===== src/common/alarm_flag_regs.vh =====
`ifndef ALARM_FLAG_REGS_VH
`define ALARM_FLAG_REGS_VH

// Program register addresses of the alarm flag bank.
`define ADDR_WIDTH          7
`define ADDR_OVERVIEW       7'h10
`define ADDR_LOW_TRIPPED    7'h11
`define ADDR_LOW_ACTIVE     7'h12
`define ADDR_HIGH_TRIPPED   7'h13
`define ADDR_HIGH_ACTIVE    7'h14

// Register width, reset value and the pattern for missing bits.
`define REG_WIDTH           8
`define REG_RESET           8'h00
`define REG_ABSENT          8'hFF
`define FLAG_RESET          1'b0

// Channels held in each per-channel flag register.
`define CH_PER_REG          4

// Widths of the comparison settings.
`define SAMPLE_WIDTH        16
`define HYST_WIDTH          8
`define CH_INDEX_WIDTH      3

// Reset synchroniser value while in reset.
`define SYNC_RESET          2'b00

`endif


===== src/rtl/alarm_threshold_compare.v =====
`include "alarm_flag_regs.vh"

// One channel's high and low comparison with a shared hysteresis band.
module alarm_threshold_compare (
   input  wire                       clock,
   input  wire                       rst_n,
   input  wire                       sample_valid,
   input  wire [`SAMPLE_WIDTH-1:0]   sample,
   input  wire [`SAMPLE_WIDTH-1:0]   high_threshold,
   input  wire [`SAMPLE_WIDTH-1:0]   low_threshold,
   input  wire [`HYST_WIDTH-1:0]     hysteresis,
   output reg                        high_active,
   output reg                        low_active
);

   wire [`SAMPLE_WIDTH:0] sample_ext;
   wire [`SAMPLE_WIDTH:0] high_release;
   wire [`SAMPLE_WIDTH:0] low_release;

   // Release points are computed one bit wider; a high release that wraps below zero shows in the top bit.
   assign sample_ext   = {1'b0, sample};
   assign high_release = {1'b0, high_threshold} - {{(`SAMPLE_WIDTH-`HYST_WIDTH+1){1'b0}}, hysteresis};
   assign low_release  = {1'b0, low_threshold} + {{(`SAMPLE_WIDTH-`HYST_WIDTH+1){1'b0}}, hysteresis};

   // A flag sets past its threshold and clears once back beyond the band.
   always @(posedge clock or negedge rst_n) begin
      if (!rst_n) begin
         high_active <= `FLAG_RESET;
         low_active  <= `FLAG_RESET;
      end else if (sample_valid) begin
         if (sample > high_threshold)
            high_active <= 1'b1;
         else if (high_release[`SAMPLE_WIDTH] || sample_ext < high_release)
            high_active <= 1'b0;
         if (sample < low_threshold)
            low_active <= 1'b1;
         else if (sample_ext > low_release)
            low_active <= 1'b0;
      end
   end

endmodule


===== src/rtl/alarm_flag_registers.v =====
`include "alarm_flag_regs.vh"

module alarm_flag_registers #(
   parameter NUM_CHANNELS = 8
) (
   input  wire                                 clock,
   input  wire                                 arst_n,
   input  wire                                 sample_valid,
   input  wire [`CH_INDEX_WIDTH-1:0]           sample_channel,
   input  wire [`SAMPLE_WIDTH-1:0]             sample,
   input  wire [8*`SAMPLE_WIDTH-1:0]           high_thresholds,
   input  wire [8*`SAMPLE_WIDTH-1:0]           low_thresholds,
   input  wire [8*`HYST_WIDTH-1:0]             hysteresis,
   input  wire                                 rd_strobe,
   input  wire                                 wr_strobe,
   input  wire [`ADDR_WIDTH-1:0]               reg_addr,
   output reg  [`REG_WIDTH-1:0]                rd_data,
   output reg                                  rd_valid,
   output reg                                  rd_hit,
   output reg                                  wr_ack,
   output reg                                  alarm
);

   reg  [1:0]  reset_sync;
   wire        rst_n;
   wire [7:0]  high_active;
   wire [7:0]  low_active;
   reg  [7:0]  high_tripped;
   reg  [7:0]  low_tripped;
   reg  [7:0]  next_high_tripped;
   reg  [7:0]  next_low_tripped;
   wire [7:0]  present;
   wire [7:0]  overview;
   reg  [`REG_WIDTH-1:0] next_rd_data;
   reg                   next_rd_hit;
   wire        clear_low_group;
   wire        clear_high_group;

   // Pack four channels from a base into low/high pairs, channel base in bits 7:6.
   function [`REG_WIDTH-1:0] pack_pairs;
      input [7:0] low_flags;
      input [7:0] high_flags;
      input [2:0] base;
      integer     c;
      reg   [2:0] ch;
      begin
         pack_pairs = `REG_RESET;
         for (c = 0; c < `CH_PER_REG; c = c + 1) begin
            ch = base + c[2:0];
            pack_pairs[7-2*c] = low_flags[ch];
            pack_pairs[6-2*c] = high_flags[ch];
         end
      end
   endfunction

   // Force the bits of channels that this build does not have to one.
   function [`REG_WIDTH-1:0] fill_absent;
      input [`REG_WIDTH-1:0] value;
      input [7:0]            exists;
      begin
         fill_absent = value | ~exists;
      end
   endfunction

   // Reset is released through two flip-flops.
   always @(posedge clock or negedge arst_n) begin
      if (!arst_n)
         reset_sync <= `SYNC_RESET;
      else
         reset_sync <= {reset_sync[0], 1'b1};
   end

   assign rst_n = reset_sync[1];

   // Channel presence mask for the build width.
   genvar g;
   generate
      for (g = 0; g < 8; g = g + 1) begin : channel
         if (g < NUM_CHANNELS) begin : real_ch
            assign present[g] = 1'b1;
            // Each channel has its own high and low comparison.
            alarm_threshold_compare compare (
               .clock          (clock),
               .rst_n          (rst_n),
               .sample_valid   (sample_valid && sample_channel == g),
               .sample         (sample),
               .high_threshold (high_thresholds[g*`SAMPLE_WIDTH +: `SAMPLE_WIDTH]),
               .low_threshold  (low_thresholds[g*`SAMPLE_WIDTH +: `SAMPLE_WIDTH]),
               .hysteresis     (hysteresis[g*`HYST_WIDTH +: `HYST_WIDTH]),
               .high_active    (high_active[g]),
               .low_active     (low_active[g])
            );
         end else begin : absent_ch
            // Missing channels hold no flag state at all.
            assign present[g]     = 1'b0;
            assign high_active[g] = `FLAG_RESET;
            assign low_active[g]  = `FLAG_RESET;
         end
      end
   endgenerate

   // A read of a tripped register clears its group after the data is taken.
   assign clear_low_group  = rd_strobe && reg_addr == `ADDR_LOW_TRIPPED;
   assign clear_high_group = rd_strobe && reg_addr == `ADDR_HIGH_TRIPPED;

   // Tripped flags: read clears, but a live condition sets again and wins.
   always @* begin
      next_low_tripped  = low_tripped;
      next_high_tripped = high_tripped;
      if (clear_low_group) begin
         next_low_tripped[3:0]  = 4'h0;
         next_high_tripped[3:0] = 4'h0;
      end
      if (clear_high_group) begin
         next_low_tripped[7:4]  = 4'h0;
         next_high_tripped[7:4] = 4'h0;
      end
      next_low_tripped  = (next_low_tripped | low_active) & present;
      next_high_tripped = (next_high_tripped | high_active) & present;
   end

   // Writes never reach the flag state; only live conditions and tripped-register reads change it.
   always @(posedge clock or negedge rst_n) begin
      if (!rst_n) begin
         low_tripped  <= `REG_RESET;
         high_tripped <= `REG_RESET;
      end else begin
         low_tripped  <= next_low_tripped;
         high_tripped <= next_high_tripped;
      end
   end

   // Overview bit n is channel n's combined tripped status.
   assign overview = (low_tripped | high_tripped);

   // Read multiplexer over addresses 10h to 14h.
   always @* begin
      next_rd_data = `REG_RESET;
      next_rd_hit  = 1'b1;
      case (reg_addr)
         `ADDR_OVERVIEW:
            next_rd_data = fill_absent(overview, present);
         `ADDR_LOW_TRIPPED:
            next_rd_data = pack_pairs(low_tripped, high_tripped, 3'd0);
         `ADDR_LOW_ACTIVE:
            next_rd_data = pack_pairs(low_active, high_active, 3'd0);
         `ADDR_HIGH_TRIPPED:
            next_rd_data = (NUM_CHANNELS > `CH_PER_REG) ?
                           pack_pairs(low_tripped, high_tripped, 3'd4) :
                           `REG_ABSENT;
         `ADDR_HIGH_ACTIVE:
            next_rd_data = (NUM_CHANNELS > `CH_PER_REG) ?
                           pack_pairs(low_active, high_active, 3'd4) :
                           `REG_ABSENT;
         default: begin
            next_rd_data = `REG_RESET;
            next_rd_hit  = 1'b0;
         end
      endcase
   end

   // Read answer, write acknowledge and alarm indication are all registered.
   always @(posedge clock or negedge rst_n) begin
      if (!rst_n) begin
         rd_data  <= `REG_RESET;
         rd_valid <= 1'b0;
         rd_hit   <= 1'b0;
         wr_ack   <= 1'b0;
         alarm    <= 1'b0;
      end else begin
         rd_valid <= rd_strobe;
         rd_hit   <= rd_strobe && next_rd_hit;
         if (rd_strobe)
            rd_data <= next_rd_data;
         wr_ack   <= wr_strobe && !rd_strobe;
         alarm    <= |(next_low_tripped | next_high_tripped);
      end
   end

endmodule


===== config.mk =====
export PLATFORM = sky130hd
export DESIGN_NAME = alarm_flag_registers
export DESIGN_NICKNAME = d
export VERILOG_FILES = /design/src/rtl/alarm_threshold_compare.v /design/src/rtl/alarm_flag_registers.v
export VERILOG_INCLUDE_DIRS = /design/src /design/src/common
export SDC_FILE = /design/constraint.sdc
export NUM_CORES = 1
export LEC_CHECK = 0
export BUFFER_PORTS_ARGS = -buffer_cell sky130_fd_sc_hd__buf_4
export CAP_MARGIN = 10
export CORE_MARGIN = 8
export CORE_UTILIZATION = 30
export DETAILED_ROUTE_END_ITERATION = 10
export HOLD_SLACK_MARGIN = 0.06
export SLEW_MARGIN = 10
export SYNTH_ARGS = -nofsm -noshare
export SYNTH_HDL_FRONTEND = slang
export SYNTH_HIERARCHICAL = 1
export SYNTH_SLANG_ARGS = --single-unit

===== constraint.sdc =====
create_clock -name clock -period 1.9 [get_ports clock]
set_input_delay 0.285 -clock clock [delete_from_list [all_inputs] [get_ports clock]]
set_output_delay 0.285 -clock clock [all_outputs]
set_load 0.1 [all_outputs]

==> summary.md <==
| Metric | Value |
|---|---|
| Reg-to-Reg Start | channel[1].real_ch.compare/low_active |
| Hold path startpoint | wr_strobe |
| CTS tree | yes |
| Synth Area in Compound Gates | 0.2266 |
| GPL Wtd Cong | 0.9074 |
| DR WL/cell | 17.84 um |
| Clock sink count | 46 |
| Most frequent cells in the layout | buf_4 (1061), ha_1 (601), inv_1 (351) |
| First-pass DRT Iterations | 5 |
| Max H-tree Level | 2 |
| Yosys top cell by area | ha_1 |
| Syn avg cell area | 7.818 um2 |
| Area contributors post-synth | ha_1 (36%), inv_1 (6.4%), xnor2_1 (6.1%) |
| Reg clk slew, reported paths | about 0.08 ns |
| Worst setup EP type | register |
| Starting Density | 0.3029 |
| Synth unique cells | 94 |
| Layout cells sized above 1 | 0.3571 |
| CP Launch Type | input pin |
| Worst path max stage delay | 0.51 ns |
| Worst vdd ir | 312.9 uV |
| Worst-path maximum fanout | 4 |
| Fin. max-slew vios | 0 |
| Flop2flop setup slack | roughly 0.32 ns |
| Pre-CTS WS | -1.734 ns |
| Gr usage total | 0.2046 |
| CP Cell Sequence | buf_6 > ha_4 > fa_2 > a21o_1 > a211oi_2 > nor2_2 > o41ai_2 > buf_4 > nor3_2 > xnor2_1 > ha_1 > nand4_1 > or4_4 > o32ai_2 > a211oi_1 > or3_1 |
| CP Buf/Inv Count | 2 |
| Synthesis-to-finish area growth | 51.82% |
| Number of max-cap violations | 0 |
| Final core occ | 0.4599 |
| Gr ovfl total | 0 |
| Post-synth top area share | 0.3605 |
| IO Pins | around 360 |
| Skew-Pair Late Insertion Delay | approximately 0.31 ns |
| Post-synthesis cell area | 21650 um2 |
| Layout Skew | 0.01316 ns |
| Commonest non-fill, non-tap cell in the layout | buf_4 |
| Die Area | 81030 um2 |
| Reg-to-reg endpoint | channel[1].real_ch.compare/low_active |
| Clock buffer depth | 2 |
| Initial DRC Count | 1106 |
| Failing checks | negative setup slack |
| Num CTS Buffers | 5 |
| Final setup TNS | -13.48 ns |
| YS warnings | 6 |
| Post-synthesis adder-cell area fraction | 0.3753 |
| Post-DP HPWL | 75100 um |
| Status | complete, but fails checks |
| Final total power | 0.01111 W |
| Simple-gate share of the synthesized area | 0.1898 |
| WP data arrival | about 3.3 ns |
| ANT nets after route | 0 |
| Worst hold stages | 2 |
| Leak pwr | 16.54 nW |
| Fill cells | 7100 |
| DIE HEIGHT | 284.7 um |
| Min Tclk post-route | 3.143 ns |
| Core Box Area | between 70000 and 80000 um2 |
| Power per standard cell area | around 340 nW/um2 |
| Hold Path Class | in -> reg |
| DR vias/cell | roughly 5.0 |
| Port bufs | 362 |
| DRC violations left | 0 |
| Final wirelength | between 80000 and 90000 um |
| Slew HR | 0.6281 |
| Largest net degree at the start of global routing | 45 |
| Asr flop ratio synth | 1.000 |
| Final hold slack | ~0.2 ns |
| Crit Path Class | in -> reg |
| Clk root buf | clkbuf_16 |
| Slowest cell on the critical path | or4_4 |
| Final worst setup slack | -1.243 ns |
| Unrepaired setup endpoints after global routing | true |
| Mapped Cells | 2770 |
| CP Data Required Time | 2.09 ns |
| Worst slew pin tran | 0.5578 ns |
| Initial antenna violation count | 16 |
| Synth Register Bits | 46 |
| Seq/Total Area, Yosys | 0.05316 |
| Setup violators final | 16 |
| Xor and xnor area share after synthesis | 0.08332 |
| Net Count, Synth | 3761 |
| Sink of the worst hold path | wr_ack |
| First-pass GRT wire length | 133600 um |
| Final Hold Fails | 0 |
| Post-synth EDFFs | 0 |
| Max Clock Freq | around 320 MHz |
| Vias | 24180 |
| Rows | 98 |
| Largest family of logic cells by synthesized area | adder cells |
| NumNets Final | 4869 |
| Top delay family on crit path | simple AND/OR/NAND/NOR gates |
| Post-synthesis mux area share | 0.004622 |
| Main synth FF type | dfrtp_1 |
| Vias in the first global route | 24570 |
| Reg2Reg Depth | 5 |
| Die Width | 284.7 um |
| Period Utilization, post-route | 1.654 |
-- layout make-up --
class / instances / area [um2] / share of cell area
well taps: 950 / 1189 / 0.03615
inverters: 370 / 1435 / 0.04365
multi-input cells: 2343 / 20150 / 0.6130
repair buffers: 1112 / 8791 / 0.2674
clock buffers: 7 / 132.6 / 0.004034
flip-flops and latches: 46 / 1152 / 0.03505
diodes: 9 / 22.52 / 0.0006850
-- synth_stat cells (all sizes together) (14+ instances only) --
cell     number
a2111oi      16
a211oi       46
a21o         75
a21oi       236
a31oi        18
and3         16
dfrtp        46
fa           16
ha          624
inv         368
nand2       142
nand2b       46
nand3        89
nand4        86
nor2        160
nor2b        46
nor3         61
nor4         36
o211ai       23
o21a         39
o21ai       154
o31ai        16
o41ai        14
or3          16
xnor2       150
xor2         56
-- what timing repair did --
| item | 4_1_cts | 5_1_grt |
|---|---|---|
| pin swaps | 174 | 66 |
| endpoints found under the setup margin | 16 | 16 |
| endpoints found under the hold margin | 2 | 0 |
| hold buffers | 1 | 0 |
| setup buffers | 29 | 6 |
| resized for setup | 126 | 52 |
-- per-layer routing --
layer	routed length (um)	vias up	track usage
met5	59	-	0
met4	1538	10	0.03977
met3	4996	96	0.03231
met2	40000	493	0.3489
met1	39700	11160	0.2709
li1	-	12420	-
-- how the worst max path moves through the flow --
stage | from | cells past startpoint | slack, ns | to
floorplan | hysteresis[32] | 14 | -1.53 | channel[4].real_ch.compare/low_active
finish | hysteresis[32] | 16 | -1.24 | channel[4].real_ch.compare/low_active
CTS | hysteresis[32] | 16 | -1.21 | channel[4].real_ch.compare/low_active
global placement | hysteresis[32] | 16 | -1.70 | channel[4].real_ch.compare/low_active
detailed placement | hysteresis[32] | 16 | -1.73 | channel[4].real_ch.compare/low_active
global route | hysteresis[32] | 16 | -1.37 | channel[4].real_ch.compare/low_active
-- metrics by stage --
| stage | instance area, um2 | cells |
|---|---|---|
| after floorplan | 22200 | 2770 |
| final | 32880 | 4837 |
| after global routing | 32860 | 4831 |
| after CTS | 32570 | 4822 |
| after global placement | 31690 | 4786 |
| after detailed placement | 31690 | 4786 |
-- registers in the layout, summed over array words and instances, names as in the netlist --
name / cells
channel.real_ch.compare/high_active: 8
low_tripped: 8
rd_hit: 1
rd_data: 8
channel.real_ch.compare/low_active: 8
high_tripped: 8
alarm: 1
reset_sync: 2
rd_valid: 1
wr_ack: 1
-- where the power goes --
group | total, W | leakage, nW | internal [W] | switching [W]
Sequential | 0.00111 | 0.475 | 0.00103 | 0.0000833
Combinational | 0.00902 | 16.0 | 0.00456 | 0.00446
Clock | 0.000979 | 0.0640 | 0.000487 | 0.000491
Total | 0.0111 | 16.5 | 0.00608 | 0.00503
-- cell families after synthesis --
| group | count (synthesis) |
|---|---|
| compound gates | 735 |
| xor+xnor | 206 |
| fa+ha+maj | 640 |
| buf+inv | 381 |
| flops | 46 |
| mux | 10 |
| other cells | 1 |
| simple gates | 751 |
-- worst reg2reg max path: stages, from the launching register on --
cell and delay, ns:
dfrtp_1 0.52, or4b_1 0.47, a21oi_1 0.12, o21ai_1 0.08, a211o_1 0.26, nand4_1 0.06
No activity file was read; power rests on OpenSTA's default activity.
